<file path="config.mk">
export PLATFORM = sky130hd
export DESIGN_NAME = lps_top
export DESIGN_NICKNAME = d
export VERILOG_FILES = /design/src/core/lps_pkg.sv /design/src/core/lps_sync.sv /design/src/core/lps_top.sv
export SDC_FILE = /design/constraint.sdc
export NUM_CORES = 1
export LEC_CHECK = 0
export BUFFER_PORTS_ARGS = -buffer_cell sky130_fd_sc_hd__buf_2
export CAP_MARGIN = 20
export CORE_MARGIN = 3
export CORE_UTILIZATION = 30
export DETAILED_ROUTE_END_ITERATION = 7
export PLACE_DENSITY = 0.58
export SLEW_MARGIN = 25
export SYNTH_ARGS = -nofsm -noshare
export SYNTH_HDL_FRONTEND = slang
export SYNTH_SLANG_ARGS = --single-unit
</file>
<file path="constraint.sdc">
create_clock -name aclk -period 4.1 [get_ports aclk]
set_input_delay 0 -clock aclk [delete_from_list [all_inputs] [get_ports aclk]]
set_output_delay 0 -clock aclk [all_outputs]
set_load 0.005 [all_outputs]
</file>
<file path="src/core/lps_pkg.sv">
package lps_pkg;
  localparam int CLK_MHZ = 250;
  localparam int SS_US_PER_NF = 200;
  localparam int SS_CYC_PER_NF = SS_US_PER_NF * CLK_MHZ;
  localparam int FAULT_MS = 55;
  localparam int FAULT_CYC = FAULT_MS * 1000 * CLK_MHZ;
  localparam logic [31:0] ADDR_CTRL = 32'h0000_0000;
  localparam logic [31:0] ADDR_STAT = 32'h0000_0004;
  localparam logic [7:0] SS_CAP_RST = 8'h0a;
  localparam logic [1:0] RESP_OKAY = 2'h0;
  localparam logic [1:0] RESP_DECERR = 2'h3;
  localparam int NSYNC = 13;
  localparam int SI_SUPPLY_LOW_LOCKOUT = 0;
  localparam int SI_EN = 1;
  localparam int SI_GDONE = 2;
  localparam int SI_BUF_OK = 3;
  localparam int SI_LDO_OK = 4;
  localparam int SI_DLY = 5;
  localparam int SI_OFLT = 6;
  localparam int SI_OV = 7;
  localparam int SI_HOT = 8;
  localparam int SI_VOLTAGE_DETECT_IN = 9;
  localparam int SI_ALOW = 10;
  localparam int SI_FLK = 11;
  localparam int SI_HVS = 12;
  typedef enum logic [2:0] {ST_OFF, ST_GATE, ST_SOFT, ST_DELAY, ST_RUN, ST_HOT} lps_state_t;
  typedef struct packed {
    logic [20:0] rsvd;
    logic alarm;
    logic gsup_dis_on;
    logic gsup_high_on;
    logic ldo_en;
    logic buf_en;
    logic boost_en;
    logic gate_drive;
    logic fault_latch;
    lps_state_t st;
  } lps_status_t;
endpackage

</file>
<file path="src/core/lps_sync.sv">
`timescale 1ns/10ps
module lps_sync import lps_pkg::*; #(
  parameter int W = NSYNC
) (
  input wire logic aclk,
  input wire logic aresetn,
  input wire logic [W-1:0] async_in,
  output logic [W-1:0] sync_out
);
  // The first stage is read only by the second stage.
  logic [W-1:0] meta_q;
  always_ff @(posedge aclk) begin
    if (!aresetn) begin
      meta_q <= '0;
      sync_out <= '0;
    end else begin
      meta_q <= async_in;
      sync_out <= meta_q;
    end
  end
endmodule

</file>
<file path="src/core/lps_top.sv">
`timescale 1ns/10ps
module lps_top import lps_pkg::*; #(
  parameter int SS_CYC = SS_CYC_PER_NF,
  parameter int FLT_CYC = FAULT_CYC
) (
  input wire logic aclk,
  input wire logic aresetn,
  input wire logic [31:0] s_axi_awaddr,
  input wire logic s_axi_awvalid,
  output logic s_axi_awready,
  input wire logic [31:0] s_axi_wdata,
  input wire logic [3:0] s_axi_wstrb,
  input wire logic s_axi_wvalid,
  output logic s_axi_wready,
  output logic [1:0] s_axi_bresp,
  output logic s_axi_bvalid,
  input wire logic s_axi_bready,
  input wire logic [31:0] s_axi_araddr,
  input wire logic s_axi_arvalid,
  output logic s_axi_arready,
  output logic [31:0] s_axi_rdata,
  output logic [1:0] s_axi_rresp,
  output logic s_axi_rvalid,
  input wire logic s_axi_rready,
  input wire logic supply_low_lockout,
  input wire logic enable_in,
  input wire logic gate_done_in,
  input wire logic buffer_supply_rail_ok,
  input wire logic ldo_rail_ok,
  input wire logic switch_delay_node_above,
  input wire logic output_fault_in,
  input wire logic overvoltage_guard,
  input wire logic overtemp_in,
  input wire logic voltage_detect_in,
  input wire logic alarm_supply_low,
  input wire logic flicker_select_in,
  input wire logic stress_mode_enable,
  output logic boost_en,
  output logic boost_switch_en,
  output logic soft_start_run,
  output logic ldo_en,
  output logic buffer_en,
  output logic gate_drive,
  output logic gsup_high_on,
  output logic gsup_dis_on,
  output logic delay_discharge,
  output logic delay_charge,
  output logic stress_switch_out_o,
  output logic stress_switch_out_oe,
  output logic alarm_out_n_o,
  output logic alarm_out_n_oe
);
  typedef struct packed {
    lps_state_t st;
    logic fault_latch;
    logic [23:0] tmr;
    logic [15:0] pre;
    logic [7:0] nf;
    logic [7:0] ss_cap;
    logic boost_en;
    logic boost_sw;
    logic ss_run;
    logic ldo_en;
    logic buf_en;
    logic gate_drive;
    logic gsup_high_on;
    logic gsup_dis_on;
    logic dly_dis;
    logic dly_chg;
    logic stress_oe;
    logic alarm_oe;
    logic awready;
    logic wready;
    logic aw_got;
    logic w_got;
    logic [31:0] waddr;
    logic [7:0] wdata;
    logic wstrb0;
    logic bvalid;
    logic [1:0] bresp;
    logic arready;
    logic rvalid;
    logic [1:0] rresp;
    logic [31:0] rdata;
  } lps_regs_t;

  lps_regs_t q, d;
  logic [NSYNC-1:0] s;
  logic s_supply_low_lockout, s_en, s_hot, alarm, sw_act;
  lps_status_t stat;

  function automatic logic hit(input logic [31:0] a);
    hit = (a == ADDR_CTRL) || (a == ADDR_STAT);
  endfunction

  function automatic logic powered(input lps_state_t st);
    powered = (st == ST_SOFT) || (st == ST_DELAY) || (st == ST_RUN);
  endfunction

  lps_sync #(.W(NSYNC)) u_sync (
    .aclk(aclk),
    .aresetn(aresetn),
    .async_in({stress_mode_enable, flicker_select_in, alarm_supply_low, voltage_detect_in, overtemp_in,
               overvoltage_guard, output_fault_in, switch_delay_node_above, ldo_rail_ok,
               buffer_supply_rail_ok, gate_done_in, enable_in, supply_low_lockout}),
    .sync_out(s)
  );

  assign s_supply_low_lockout = s[SI_SUPPLY_LOW_LOCKOUT];
  assign s_en = s[SI_EN];
  assign s_hot = s[SI_HOT];

  always_comb begin
    d = q;
    stat = '0;
    alarm = 1'b0;
    sw_act = 1'b0;
    case (q.st)
      ST_OFF: begin
        if (!s_supply_low_lockout && s_en && !q.fault_latch) begin
          d.st = ST_GATE;
        end
      end
      ST_GATE: begin
        if (s[SI_GDONE]) begin
          d.st = ST_SOFT;
          d.pre = '0;
          d.nf = '0;
        end
      end
      ST_SOFT: begin
        // The ramp is paced by programmed capacitance, so no pin is needed for it.
        if (q.nf >= q.ss_cap) begin
          d.st = ST_DELAY;
        end else if (q.pre == 16'(SS_CYC - 1)) begin
          d.pre = '0;
          d.nf = q.nf + 8'h01;
        end else begin
          d.pre = q.pre + 16'h0001;
        end
      end
      ST_DELAY: begin
        if (s[SI_DLY]) begin
          d.st = ST_RUN;
          d.tmr = '0;
        end
      end
      ST_RUN: begin
        if (s[SI_OFLT]) begin
          d.tmr = q.tmr + 24'h00_0001;
          if (q.tmr == 24'(FLT_CYC - 1)) begin
            d.st = ST_OFF;
          end
        end else begin
          d.tmr = '0;
        end
      end
      ST_HOT: begin
        // Cooling hysteresis lives in the comparator, so release is immediate.
        if (!s_hot) begin
          d.st = ST_OFF;
        end
      end
      default: d.st = ST_OFF;
    endcase
    // A set arriving together with a supply lockout still wins.
    d.fault_latch = (q.st == ST_RUN && s[SI_OFLT] && q.tmr == 24'(FLT_CYC - 1))
                    || (q.fault_latch && !s_supply_low_lockout);
    if (s_supply_low_lockout || !s_en) begin
      d.st = ST_OFF;
    end
    if (s_hot) begin
      d.st = ST_HOT;
    end
    d.gate_drive = (d.st == ST_OFF) || (d.st == ST_HOT);
    d.boost_en = powered(d.st);
    d.boost_sw = d.boost_en && !s[SI_OV];
    d.ss_run = (d.st == ST_SOFT);
    d.buf_en = d.boost_en && s[SI_BUF_OK];
    d.ldo_en = d.boost_en && s[SI_LDO_OK];
    d.dly_chg = (d.st == ST_DELAY) || (d.st == ST_RUN);
    d.dly_dis = !d.dly_chg;
    sw_act = (d.st == ST_RUN);
    alarm = s_supply_low_lockout || !s[SI_VOLTAGE_DETECT_IN];
    d.alarm_oe = alarm && !s[SI_ALOW];
    d.gsup_high_on = alarm || (sw_act && s[SI_FLK]);
    d.gsup_dis_on = !alarm && sw_act && !s[SI_FLK];
    d.stress_oe = s[SI_HVS];
    if (q.bvalid && s_axi_bready) begin
      d.bvalid = 1'b0;
    end
    if (q.awready && s_axi_awvalid) begin
      d.aw_got = 1'b1;
      d.waddr = s_axi_awaddr;
    end
    if (q.wready && s_axi_wvalid) begin
      d.w_got = 1'b1;
      d.wdata = s_axi_wdata[7:0];
      d.wstrb0 = s_axi_wstrb[0];
    end
    if (d.aw_got && d.w_got && !d.bvalid) begin
      d.aw_got = 1'b0;
      d.w_got = 1'b0;
      d.bvalid = 1'b1;
      d.bresp = hit(d.waddr) ? RESP_OKAY : RESP_DECERR;
      if (d.waddr == ADDR_CTRL && d.wstrb0) begin
        d.ss_cap = d.wdata;
      end
    end
    d.awready = !d.aw_got && !d.bvalid;
    d.wready = !d.w_got && !d.bvalid;
    if (q.rvalid && s_axi_rready) begin
      d.rvalid = 1'b0;
    end
    if (q.arready && s_axi_arvalid) begin
      stat.st = q.st;
      stat.fault_latch = q.fault_latch;
      stat.gate_drive = q.gate_drive;
      stat.boost_en = q.boost_en;
      stat.buf_en = q.buf_en;
      stat.ldo_en = q.ldo_en;
      stat.gsup_high_on = q.gsup_high_on;
      stat.gsup_dis_on = q.gsup_dis_on;
      stat.alarm = q.alarm_oe;
      d.rvalid = 1'b1;
      d.rresp = hit(s_axi_araddr) ? RESP_OKAY : RESP_DECERR;
      d.rdata = (s_axi_araddr == ADDR_CTRL) ? {24'h00_0000, q.ss_cap} :
                (s_axi_araddr == ADDR_STAT) ? stat : 32'h0000_0000;
    end
    d.arready = !d.rvalid;
  end

  always_ff @(posedge aclk) begin
    if (!aresetn) begin
      q <= '0;
      q.st <= ST_OFF;
      q.gate_drive <= 1'b1;
      q.dly_dis <= 1'b1;
      q.ss_cap <= SS_CAP_RST;
    end else begin
      q <= d;
    end
  end

  assign s_axi_awready = q.awready;
  assign s_axi_wready = q.wready;
  assign s_axi_bresp = q.bresp;
  assign s_axi_bvalid = q.bvalid;
  assign s_axi_arready = q.arready;
  assign s_axi_rdata = q.rdata;
  assign s_axi_rresp = q.rresp;
  assign s_axi_rvalid = q.rvalid;
  assign boost_en = q.boost_en;
  assign boost_switch_en = q.boost_sw;
  assign soft_start_run = q.ss_run;
  assign ldo_en = q.ldo_en;
  assign buffer_en = q.buf_en;
  assign gate_drive = q.gate_drive;
  assign gsup_high_on = q.gsup_high_on;
  assign gsup_dis_on = q.gsup_dis_on;
  assign delay_discharge = q.dly_dis;
  assign delay_charge = q.dly_chg;
  assign stress_switch_out_o = q.fault_latch & 1'b0;
  assign stress_switch_out_oe = q.stress_oe;
  assign alarm_out_n_o = q.fault_latch & 1'b0;
  assign alarm_out_n_oe = q.alarm_oe;

  logic [31:0] ss_cnt;
  always_ff @(posedge aclk) begin
    if (!aresetn) begin
      ss_cnt <= '0;
    end else begin
      ss_cnt <= (q.st == ST_SOFT) ? ss_cnt + 32'h0000_0001 : 32'h0000_0000;
    end
  end
endmodule

</file>
# Word-level counts from Yosys, hierarchy flattened
# Index checks and enable logic that the tools add are counted.
# Widths: inputs -> output; s select.
[totals] out_inout_bits=55 reg_bits=182
[classes] eq_ne=16 n_addsub=3 n_reduce_logical=56 magnitude_cmp=1 mux=30
[ops] operator="$mux 24" count=4
[ops] operator="$pmux 24 s2" count=2
[ops] operator="$eq 32x3->1 const B" count=2
[ops] operator="$logic_not 32->1" count=2
[ops] operator="$mux 35" count=1
[ops] operator="$mux 32" count=1
[ops] operator="$mux 3" count=9
[ops] operator="$add 24x1->24 const B" count=1
[ops] operator="$eq 24x24->1 const B" count=1
[ops] operator="$logic_and 1x1->1" count=22
[ops] operator="$mux 11" count=2
[ops] operator="$add 16x1->16 const B" count=1
[ops] operator="$eq 16x16->1 const B" count=1
[ops] operator="$mux 16" count=1
[ops] operator="$pmux 3 s5" count=1
[ops] operator="$logic_not 1->1" count=14
[ops] operator="$eq 3x2->1 const B" count=4
[ops] operator="$logic_or 1x1->1" count=10
[ops] operator="$eq 3x3->1 const B" count=3
[ops] operator="$mux 9" count=1
[ops] operator="$add 8x1->8 const B" count=1
[ops] operator="$ge 8x8->1" count=1
[ops] operator="$mux 8" count=1
[ops] operator="$logic_not 3->1" count=2
[ops] operator="9 further kinds" count=18

# Logic depth before layout (Yosys ltp)
# Gate-level depths: netlist of run 1.
[depth] depth_word=11 mapped_depth=11 depth_no_buf=8

# Modules after synthesis
# Synthesis of run 1 repeated with hierarchy kept, for this count alone.
[hier_totals] cells_unflattened=790 hier_area_um2=6870.3
[by_module_without_submodules] mod="lps_top" n_inst=1 cells_per_inst=736 area_per_inst_um2=6139.6 seq_area_each_um2=2662.6
[by_module_without_submodules] mod="lps_sync" n_inst=1 cells_per_inst=54 area_per_inst_um2=730.7 seq_area_each_um2=520.5

# Worst setup path before layout of run 1
# OpenSTA, ideal clock, no wires.
[synth_timing] path_kind="reg-to-reg" start="register q[104] in the netlist's numbering" end="register q[110] in the netlist's numbering" path_slack_ns=1.779 arrival_ns=2.250 path_stages_with_launch=11 period_less_slack_ns=2.321 required_time_ns=4.029 n_path_buf=2 cell_sequence="dfxtp_1 -> inv_1 -> ha_1 -> nand2b_1 -> a2111oi_0 -> or3_1 -> clkbuf_1 -> nand3_2 -> buf_4 -> or3_1 -> a21oi_1"
[synth_between] elab_chain_len=4 elab_cells_between_ends=7 classes_between="1 x add/sub; 1 x order compare; 1 x eq/ne; 3 x mux; 1 x reduce/logical"
[synth_rtl] item="from (decl)" line_no="lps_top.sv:87" source="lps_regs_t q, d;"
[synth_rtl] item="$add 8x1->8" line_no="lps_top.sv:137" source="d.nf = q.nf + 8'h01;"
[synth_rtl] item="$mux 8" line_no="lps_top.sv:135" source="end else if (q.pre == 16'(SS_CYC - 1)) begin"
[synth_rtl] item="$mux 24" line_no="lps_top.sv:133" source="if (q.nf >= q.ss_cap) begin"
[synth_rtl] item="$pmux 24 s2" line_no="lps_top.sv:118" source="case (q.st)"
# Parallel ways exist; a longest one is shown, timed or not. The select of a mux whose other input is x is not followed.
# A chain may end at the register's enable or synchronous reset.

# Worst setup path in the final report of run 1
[layout_timing] start="register q[104] in the netlist's numbering" end="register q[111] in the netlist's numbering"
# The elaborated chain is that of the path after synthesis.

==> results.txt, run 1 <==
----------------------------------------------------
[Floorplan]
  Floorplan die area ... around 25,000 sq um
  Vert. Die Dim ... 157 um
  I/O Pins ... 175
  Die Wd ... 157 um
  Effective utilization at floorplan ... 30.96%
  Floorplan core area ... approximately 22,000 sq um
  Row cnt ... 54

[STA]
  Achievable Freq ... 0.3714 GHz
  Tmin final ... 2692 ps
  Setup-failing EPs final ... 0
  Count of final hold-check violations ... 0
  Setup TNS ... 0 ps
  Relative slew slack ... between 50% and 60%
  RSZ-0062 raised after global routing ... no
  Portion of the clock cycle consumed by the worst path in the final layout ... around 66%
  Pin slew with the least headroom to its limit ... 650.6 ps
  Final-report max-slew violation count ... 0
  Clock tree skew after final layout ... 5.363 ps

[Global routing]
  GR Util All Layers ... between 10% and 20%
  Via count of the first global-routing pass ... 5,595
  Most utilized layer in the global route result ... met2
  Met3 demand-to-capacity share in global routing ... 3.272%
  First-pass GRT wire length ... 27,500 um
  Maximum number of pins on one net before global-route repair ... 34
  Number of antenna violations at the first check in global routing ... 0
  Aggregate global routing overflow ... 0
  Global Route met1 Usage ... between 10% and 20%
  Met2 Usage GRT ... about 23%

[Final layout]
  Antenna diode count ... 0
  Fill count ... 2,228
  Area taken by flip-flops and latches ... 3183 sq um
  Ratio of cells with drive above 1 in the final layout ... 18.06%
  Highest-count cells in the layout ignoring fill and taps ... 159 x dfxtp_1, 124 x buf_2, 99 x nand2_1
  Most common library cell in the layout ignoring fill and taps ... dfxtp_1
  Relative area change from synthesis to final layout ... 26.69%
  Nets@finish ... approximately 1,100
  Post-Layout Inst Area ... 8666 sq um
  Area taken by multi-input logic gates ... 3256 sq um

[Run status]
  Status ... finished clean

[Run]
  Max Cap Viol ... 0

[Worst setup path]
  Slowest stage delay, CP ... 570 ps
  Data required time at the worst endpoint ... 4450 ps
  Cells along the critical path ... inv_1 > ha_1 > nand2b_1 > a2111oi_0 > or3_1 > buf_4 > nand3_2 > or4_1 > a21oi_1
  Startpoint types ... register
  Worst-path maximum fanout ... 16
  Critical-path cell with the highest stage delay ... or4_1
  Arr. time, crit path ... between 3000 and 4000 ps
  WS Path Type ... reg2reg
  CP endpoint kind ... register

[Yosys]
  Count of unique library cells instantiated by Yosys ... 63
  Sequential share of the synthesized area ... roughly 47%
  Commonest register cell after synthesis ... dfxtp_1
  Cell area after technology mapping ... 6840 sq um
  Number of storage elements in the synthesis netlist ... between 150 and 200
  Gate count after technology mapping ... about 790
  Fraction of registers with async set or reset after synthesis ... 0%
  Mapped Avg Cell Area ... 8.626 sq um
  Number of enable flip-flop cells after synthesis ... 0
  Synthesis Warnings ... 0

[Clock tree]
  CTS Root Buffer Type ... clkbuf_16
  Buffer depth of the longest clock path ... 2
  CTS sink count ... 159
  Postcts setup bufs ... 0
  Number of buffers inserted during clock tree synthesis ... 17
  Clock tree from TritonCTS ... yes
  CTS HTree Levels ... 4
  Clock-pin transition on the worst setup and hold timing paths ... about 60 ps
  Later-pin clock latency in the skew report ... ~430 ps

[Drt]
  Number of detailed-routing iterations run before antenna repair ... 6
  Average wire per cell in the routed design ... 13.60 um
  Count of vias placed by the detailed router ... 5,869
  Initial DRC Count ... ~270
  Number of routed nets with antenna violations ... 0
  Post-DR vias/cell ... 4.741
  DRC violation count after routing ... 0
  Wire length after detailed routing ... 16,840 um

[Hold path]
  Worst Hold Class ... in2reg

[Power and ir drop]
  Leakage component of the power ... 3.504 nW
  Power density over cell area ... 393.6 nW/um^2
  Peak ir drop on the vdd network ... 0.2548 mV

[Placed design]
  HPWL after detailed placement ... 11,620 um
  Number of buffers inserted by port buffering ... around 120
  Instance area after placement ... 7507 sq um
  Global placement routability congestion ... 0.8355

----------------------------------------------------
[cells in the mapped netlist, types with 3 or more instances]
cell,n,area [sq um]
xor2_1,13,113.9
xnor2_1,8,70.07
nand2b_1,8,50.05
o21a_1,4,30.03
or4_1,9,67.56
nor3_1,13,65.06
o21ai_1,13,65.06
nor2b_1,11,68.82
a22oi_1,4,30.03
and2_1,35,219.0
o21ai_0,14,70.07
buf_1,3,11.26
nor4_1,22,137.6
nor3b_1,6,45.04
ha_1,11,137.6
clkbuf_1,32,120.1
a21boi_0,4,30.03
o31ai_1,12,90.09
or3_1,6,37.54
nand3_1,31,155.2
nand4bb_1,3,33.78
nand2_1,99,371.6
inv_1,12,45.04
dfxtp_1,159,3183
buf_2,3,15.01
nand4b_1,3,26.28
mux2i_1,19,190.2
nor2_1,70,262.8
and3_1,14,87.58
a21oi_1,62,310.3
nand4_1,13,81.33
buf_4,39,292.8
[cell type report]
cell class                 count  area share, %
multi-input combinational    566          37.57
clock inverter                13          1.516
inverter                      13         0.5631
timing repair buffer         188          14.35
clock buffer                  19          5.227
tap                          280          4.043
sequential                   159          36.73
[sequential cells by signal (all words and copies together), names as in the netlist, 11 cells and up]
signal and count:
u_sync.sync_out 13, s_axi_rdata 11, u_sync.meta_q 13, q 103
[cell families after synthesis]
logic type / count (synthesis) / share of synthesized area [%]
AND/OR/NAND/NOR: 359 / 27.13
flip-flops: 159 / 46.53
AO/OA/AOI/OAI: 131 / 11.34
buffers and inverters: 90 / 7.134
XOR/XNOR: 21 / 2.689
multiplexers: 21 / 3.110
adder cells (fa/ha/maj): 11 / 2.012
other: 1 / 0.05482
[worst paths after layout]
path              slack, ps               to                from  cells after the start
setup / recovery       1410           q[111]              q[104]                      9
hold / removal          120            q[73]       s_axi_awvalid                      5
setup reg to reg       1410           q[111]              q[104]                      9
hold reg to reg         400  boost_switch_en  u_sync.sync_out[7]                      1
[critical path, delay by kind of cell (launching register included)]
kind | cells | cell delay, ps
buf+inv | 2 | 310
fa+ha+maj | 1 | 270
flops | 1 | 380
simple gates | 4 | 1160
compound gates | 2 | 510
[metal layers]
metal	routed length, um	part of all wire [%]	vias up
met4	282	1.7	0
met2	7843	47	174
li1	-	-	3006
met1	7778	46	2667
met5	0	0	-
met3	933	5.5	22
[power by group]
group / switching (mW) / total [mW] / internal [mW] / leakage [nW]
Combinational: 0.125 / 0.250 / 0.125 / 1.93
Clock: 0.669 / 1.55 / 0.880 / 0.282
Sequential: 0.0226 / 1.61 / 1.59 / 1.29
Total: 0.817 / 3.41 / 2.59 / 3.50
[through the flow]
stage	util (%)	power [mW]	hold WS [ps]	setup WS (ps)	std cells
floorplan	-	1.780	127.3	1779	815
global placement	33.98	1.852	210.0	1424	1149
finish	39.22	3.411	120.0	1408	1238
CTS	39.21	3.463	98.74	1397	1238
detailed placement	33.98	1.854	208.1	1426	1149
global route	39.22	3.560	144.9	1208	1238
[repair_timing]
item / CTS / global route
endpoints found under the hold margin: 65 / 0
hold buffers: 57 / 0
gates resized for setup: 0 / 0
Note: power is estimated with default switching activity, not from simulation.
==> run 2, diff against run 1 <==
- clock period: 4.1 -> 2.6 ns (I/O delays scaled with it)
==> run 2 against run 1 <==
Routed wire length up 0.68%. Combinational power increased by 65%. Clock power up 61%. Die area stayed put. Flip-flop and latch count unchanged. Clock skew increased by 4.6 ps. First-iteration DRC count up 17%. Via count up 0.99%. Largest cell class unchanged. Register-to-register slack worse by 1300 ps.
==> results.txt, run 2 (synthesis results as in run 1) <==
----------------------------------------------------
[Floorplan]
  Row cnt ... 54 (unchanged)
  I/O Pins ... 175 (unchanged)
  Vert. Die Dim ... 157 um (unchanged)
  Die Wd ... 157 um (unchanged)
  Effective utilization at floorplan ... 30.96% (unchanged)
  Floorplan core area ... 22,090 sq um (unchanged)
  Floorplan die area ... 24,650 sq um (unchanged)

[Final layout]
  Post-Layout Inst Area ... 8823 sq um (was 8666 sq um)
  Leading registers by flop count ... q: 103 flops, u_sync.meta_q: 13 flops, u_sync.sync_out: 13 flops (unchanged)
  Most common library cell in the layout ignoring fill and taps ... dfxtp_1 (unchanged)
  Ratio of cells with drive above 1 in the final layout ... 19.18% (was 18.06%)
  Highest-count cells in the layout ignoring fill and taps ... 159 x dfxtp_1, 124 x buf_2, 99 x nand2_1 (unchanged)
  Max reg flops ... 103 (unchanged)
  Nets@finish ... 1,093 (was 1,076)
  Biggest register ... q (unchanged)
  Fill count ... 2,231 (was 2,228)
  Antenna diode count ... 0 (unchanged)
  Relative area change from synthesis to final layout ... 28.99% (was 26.69%)

[Drt]
  Average wire per cell in the routed design ... 13.51 um (was 13.60 um)
  Initial DRC Count ... 314 (was 268)
  DRC violation count after routing ... 0 (unchanged)
  Post-DR vias/cell ... 4.723 (was 4.741)
  Count of vias placed by the detailed router ... 5,927 (was 5,869)
  Number of detailed-routing iterations run before antenna repair ... 4 (was 6)
  Wire length after detailed routing ... 16,950 um (was 16,840 um)
  Number of routed nets with antenna violations ... 0 (unchanged)

[Worst setup path]
  Startpoint types ... register (unchanged)
  CP endpoint kind ... register (unchanged)
  Data required time at the worst endpoint ... 2950 ps (was 4450 ps)
  Arr. time, crit path ... 2890 ps (was 3050 ps)
  Worst-path maximum fanout ... 7 (was 16)
  Setup slack of the worst register-to-register path ... 60 ps (was 1410 ps)
  WS Path Type ... reg2reg (unchanged)

[Power and ir drop]
  Power density over cell area ... 617.0 nW/um^2 (was 393.6 nW/um^2)
  Leakage component of the power ... 3.599 nW (was 3.504 nW)
  Peak ir drop on the vdd network ... 0.4228 mV (was 0.2548 mV)

[Global routing]
  GR Util All Layers ... 13.93% (was 14.03%)
  Aggregate global routing overflow ... 0 (unchanged)
  Via count of the first global-routing pass ... 5,581 (was 5,595)
  Maximum number of pins on one net before global-route repair ... 61 (was 34)
  Number of antenna violations at the first check in global routing ... 0 (unchanged)
  First-pass GRT wire length ... 27,430 um (was 27,500 um)

[STA]
  Achievable Freq ... 0.3936 GHz (was 0.3714 GHz)
  Final-report max-slew violation count ... 0 (unchanged)
  Setup TNS ... 0 ps (unchanged)
  Relative slew slack ... 54.83% (was 56.52%)
  Portion of the clock cycle consumed by the worst path in the final layout ... 97.72% (was 65.66%)
  Setup-failing EPs final ... 0 (unchanged)
  Count of final hold-check violations ... 0 (unchanged)
  Tmin final ... 2541 ps (was 2692 ps)
  Pin slew with the least headroom to its limit ... 677.6 ps (was 650.6 ps)
  Clock tree skew after final layout ... 9.923 ps (was 5.363 ps)

[Clock tree]
  CTS Root Buffer Type ... clkbuf_16 (unchanged)
  Number of buffers inserted during clock tree synthesis ... 17 (unchanged)
  Clock-pin transition on the worst setup and hold timing paths ... 70 ps (was 60 ps)
  Postcts setup bufs ... 0 (unchanged)
  CTS sink count ... 159 (unchanged)
  Clock tree from TritonCTS ... yes (unchanged)
  Later-pin clock latency in the skew report ... 430 ps (about the same)
  Buffer depth of the longest clock path ... 2 (unchanged)
  CTS HTree Levels ... 4 (unchanged)

[Run]
  Max Cap Viol ... 0 (unchanged)

[Placed design]
  Instance area after placement ... 7617 sq um (was 7507 sq um)
  HPWL after detailed placement ... 11,850 um (was 11,620 um)
  Number of buffers inserted by port buffering ... 124 (unchanged)
  Global placement routability congestion ... 0.8066 (was 0.8355)

[Run status]
  Status ... finished clean (unchanged)

[Hold path]
  Worst Hold Class ... in2reg (unchanged)

----------------------------------------------------
-- run 2: cell types whose count changed in the layout (fill, tap and decap cells not counted), sizes merged --
cell         before  now
clkinv            7    5
inv              16   19
clkbuf           19   18
dlygate4sd3      57   61
buf             131  144
-- run 2: worst max-delay path, stage by stage, from the launching register on --
cell       delay, ps
dfxtp_1          380
inv_1             80
ha_1             260
nand2b_1         130
a2111oi_0        520
or3_4            260
nand3_2          140
or4_1            520
a21oi_1          170
-- run 2: final timing paths --
kind                      start         endpoint  cells past startpoint
max                      q[104]           q[109]                      8
min               s_axi_arvalid     s_axi_rvalid                      4
max reg2reg              q[104]           q[109]                      8
min reg2reg  u_sync.sync_out[7]  boost_switch_en                      1
-- run 2: power breakdown --
| group | total, mW | internal, mW | switching (mW) | leakage (nW) |
|---|---|---|---|---|
| combinational | 0.413 | 0.210 | 0.203 | 2.02 |
| clock | 2.49 | 1.38 | 1.11 | 0.285 |
| sequential | 2.54 | 2.50 | 0.0339 | 1.29 |
-- run 2: final cells by class --
class	count	area [sq um]	area share (%)
tap	280	350.3	3.971
clock buffer	18	439.2	4.977
clock inverter	14	147.6	1.673
multi-input combinational	566	3261	36.95
inverter	13	48.80	0.5530
sequential	159	3183	36.07
timing repair buffer	205	1394	15.80
-- run 2: metal layers --
| layer | global-route usage (%) | part of all wire (%) | up-vias |
|---|---|---|---|
| li1 | - | - | 3035 |
| met1 | 17.99 | 48 | 2703 |
| met2 | 22.81 | 45 | 171 |
| met3 | 3.299 | 5.7 | 18 |
| met4 | 4.877 | 1.3 | 0 |
| met5 | 0 | 0 | - |
-- run 2: metrics by stage --
stage	setup slack (ps)	instances	utilization, %	hold WS, ps	power (mW)
after detailed placement	83.79	1162	34.48	211.5	2.936
final	59.40	1255	39.94	105.3	5.444
after CTS	75.14	1255	39.90	101.1	5.506
after global routing	-1.928	1255	39.94	103.9	5.678
after floorplan	278.7	815	-	127.3	2.806
after global placement	136.8	1162	34.48	207.7	2.933
-- run 2: repair_timing --
action	in CTS	in global routing
hold endpoints to repair	68	0
resized for setup	0	1
setup endpoints to repair	0	4
hold buffers	61	0
==> run 3, diff against run 2 <==
- clock period: 2.6 -> 2.4 ns (I/O delays scaled with it)
==> run 3 against run 2 <==
Combinational power is 8.0% higher. Largest power group is now the clock network. Via count increased by 0.98%. Maximum frequency rose by 14%. Critical endpoint is now buffer_en.
==> results.txt, run 3 (synthesis results as in run 1) <==
----------------------------------------------------
[Run status]
  Status ... finished clean (unchanged)

[Global routing]
  Global Route met1 Usage ... 18.08% (was 17.99%)
  Met3 demand-to-capacity share in global routing ... 3.327% (was 3.299%)
  Number of antenna violations at the first check in global routing ... 0 (unchanged)
  Aggregate global routing overflow ... 0 (unchanged)
  Most utilized layer in the global route result ... met2 (unchanged)
  Via count of the first global-routing pass ... 5,681 (was 5,581)
  First-pass GRT wire length ... 27,910 um (was 27,430 um)
  Maximum number of pins on one net before global-route repair ... 45 (was 61)
  GR Util All Layers ... 14.21% (was 13.93%)
  Met2 Usage GRT ... 23.98% (was 22.81%)

[Placed design]
  Global placement routability congestion ... 0.8119 (was 0.8066)
  HPWL after detailed placement ... 12,290 um (was 11,850 um)
  Number of buffers inserted by port buffering ... 124 (unchanged)
  Number of cells after detailed placement ... 1,174 (was 1,162)
  DP Worst Slack ... 43.75 ps (was 83.79 ps)

[Power and ir drop]
  Peak ir drop on the vdd network ... 0.4627 mV (was 0.4228 mV)
  Power density over cell area ... 671.5 nW/um^2 (was 617.0 nW/um^2)
  Leakage component of the power ... 3.662 nW (was 3.599 nW)

[Drt]
  DRC violation count after routing ... 0 (unchanged)
  Initial DRC Count ... 289 (was 314)
  Average wire per cell in the routed design ... 13.78 um (was 13.51 um)
  Post-DR vias/cell ... 4.739 (was 4.723)
  Number of detailed-routing iterations run before antenna repair ... 4 (unchanged)
  Number of routed nets with antenna violations ... 0 (unchanged)
  Count of vias placed by the detailed router ... 5,985 (was 5,927)
  Wire length after detailed routing ... 17,410 um (was 16,950 um)

[Worst setup path]
  Cells along the critical path ... or4_1 > or4_4 > nor3_4 > a211o_2 > a21oi_2 > and2_1 (was inv_1 > ha_1 > nand2b_1 > a2111oi_0 > or3_4 > nand3_2 > or4_1 > a21oi_1)
  CP endpoint kind ... register (unchanged)
  Sum of buffers and inverters on the critical path ... 0 (was 1)
  Endpoint of the worst register-to-register path ... buffer_en (was q[109])
  Worst setup endpoint ... buffer_en (was q[109])
  Worst-path maximum fanout ... 4 (was 7)
  Setup slack of the worst register-to-register path ... 170 ps (was 60 ps)
  Data required time at the worst endpoint ... 2720 ps (was 2950 ps)
  Number of cell instances on the worst register-to-register path ... 6 (was 8)
  Count of cell instances traversed by the critical path ... 6 (was 8)
  Worst Setup SP ... q[136] (was q[104])
  Arr. time, crit path ... 2550 ps (was 2890 ps)
  Cell type group with the largest total delay on the critical path ... simple AND/OR/NAND/NOR gates (unchanged)
  WS Path Type ... reg2reg (unchanged)
  Startpoint types ... register (unchanged)
  Critical R2R Launch ... q[136] (was q[104])
  Critical-path cell with the highest stage delay ... or4_4 (was a2111oi_0)
  Slowest stage delay, CP ... 540 ps (was 520 ps)

[Run]
  Max Cap Viol ... 0 (unchanged)

[Final layout]
  Share of the core filled with cells ... 40.34% (was 39.94%)
  Leading registers by flop count ... q: 103 flops, u_sync.meta_q: 13 flops, u_sync.sync_out: 13 flops (unchanged)
  Max reg flops ... 103 (unchanged)
  Highest-count cells in the layout ignoring fill and taps ... 158 x dfxtp_1, 124 x buf_2, 99 x nand2_1 (was 159 x dfxtp_1, 124 x buf_2, 99 x nand2_1)
  Most common library cell in the layout ignoring fill and taps ... dfxtp_1 (unchanged)
  Nets@finish ... 1,101 (was 1,093)
  Number of non-filler instances in the completed layout ... 1,263 (was 1,255)
  Antenna diode count ... 0 (unchanged)
  Ratio of cells with drive above 1 in the final layout ... 20.65% (was 19.18%)
  Biggest register ... q (unchanged)
  Relative area change from synthesis to final layout ... 30.29% (was 28.99%)

[STA]
  RSZ-0062 raised after global routing ... no
  Setup TNS ... 0 ps (unchanged)
  Setup-failing EPs final ... 0 (unchanged)
  Final-report max-slew violation count ... 0 (unchanged)
  Pin slew with the least headroom to its limit ... 554.7 ps (was 677.6 ps)
  Relative slew slack ... 62.77% (was 54.83%)
  Final worst slack ... 168.8 ps (was 59.40 ps)
  Achievable Freq ... 0.4482 GHz (was 0.3936 GHz)
  Clock tree skew after final layout ... 7.981 ps (was 9.923 ps)
  Tmin final ... 2231 ps (was 2541 ps)
  Count of final hold-check violations ... 0 (unchanged)
  Min Hold Slack ... 16.17 ps (was 105.3 ps)
  Portion of the clock cycle consumed by the worst path in the final layout ... 92.97% (was 97.72%)

[Clock tree]
  Clock tree from TritonCTS ... yes (unchanged)
  Buffer depth of the longest clock path ... 2 (unchanged)
  CTS sink count ... 159 (unchanged)
  Number of buffers inserted during clock tree synthesis ... 17 (unchanged)
  Later-pin clock latency in the skew report ... 430 ps (about the same)
  CTS Root Buffer Type ... clkbuf_16 (unchanged)
  Clock-pin transition on the worst setup and hold timing paths ... 60 ps (was 70 ps)
  CTS HTree Levels ... 4 (unchanged)

[Floorplan]
  Vert. Die Dim ... 157 um (unchanged)
  Die Wd ... 157 um (unchanged)
  I/O Pins ... 175 (unchanged)
  Effective utilization at floorplan ... 30.96% (unchanged)
  Floorplan die area ... 24,650 sq um (unchanged)
  Row cnt ... 54 (unchanged)
  Floorplan core area ... 22,090 sq um (unchanged)

[Hold path]
  Worst Hold Class ... in2reg (unchanged)

----------------------------------------------------
## run 3: final cells by class
| class | count | area, sq um |
|---|---|---|
| fillers | 2223 | 13180 |
| multi-input cells | 566 | 3279 |
| flip-flops and latches | 159 | 3184 |
| repair buffers | 213 | 1441 |
| clock buffers | 18 | 439.2 |
| well taps | 280 | 350.3 |
| clock inverters | 14 | 168.9 |
| inverters | 13 | 48.80 |
## run 3: worst min-delay path by stage
stage / from / end / slack [ps] / depth (start not counted)
global placement: stress_mode_enable / u_sync.meta_q[12] / 210 / 2
finish: aresetn / q[140] / 20 / 2
floorplan: supply_low_lockout / u_sync.meta_q[0] / 130 / 1
global route: aresetn / q[141] / 40 / 2
detailed placement: stress_mode_enable / u_sync.meta_q[12] / 210 / 2
CTS: aresetn / gsup_high_on / 10 / 2
## run 3: metrics by stage
stage          power, mW  area [sq um]
2_1_floorplan      3.040          6923
3_3_place_gp       3.181          7707
3_5_place_dp       3.184          7707
4_1_cts            6.061          8876
5_1_grt            6.238          8912
6_report           5.984          8912
## run 3: routing by layer
| metal | up-vias | wire [um] |
|---|---|---|
| li1 | 3045 | - |
| met1 | 2778 | 8215 |
| met2 | 151 | 8180 |
| met3 | 11 | 832 |
| met4 | 0 | 178 |
| met5 | - | 0 |
## run 3: repair_timing
action                                  in CTS  in global routing
hold buffers                                56                  0
buffers inserted                             0                  1
endpoints found under the setup margin       0                 14
resized for setup                            0                  7
hold endpoints to repair                    64                  0
## run 3: report_power, final
part	switching, mW	internal, mW	total, mW
Sequential	0.0374	2.71	2.75
Combinational	0.221	0.225	0.446
Clock	1.19	1.60	2.79
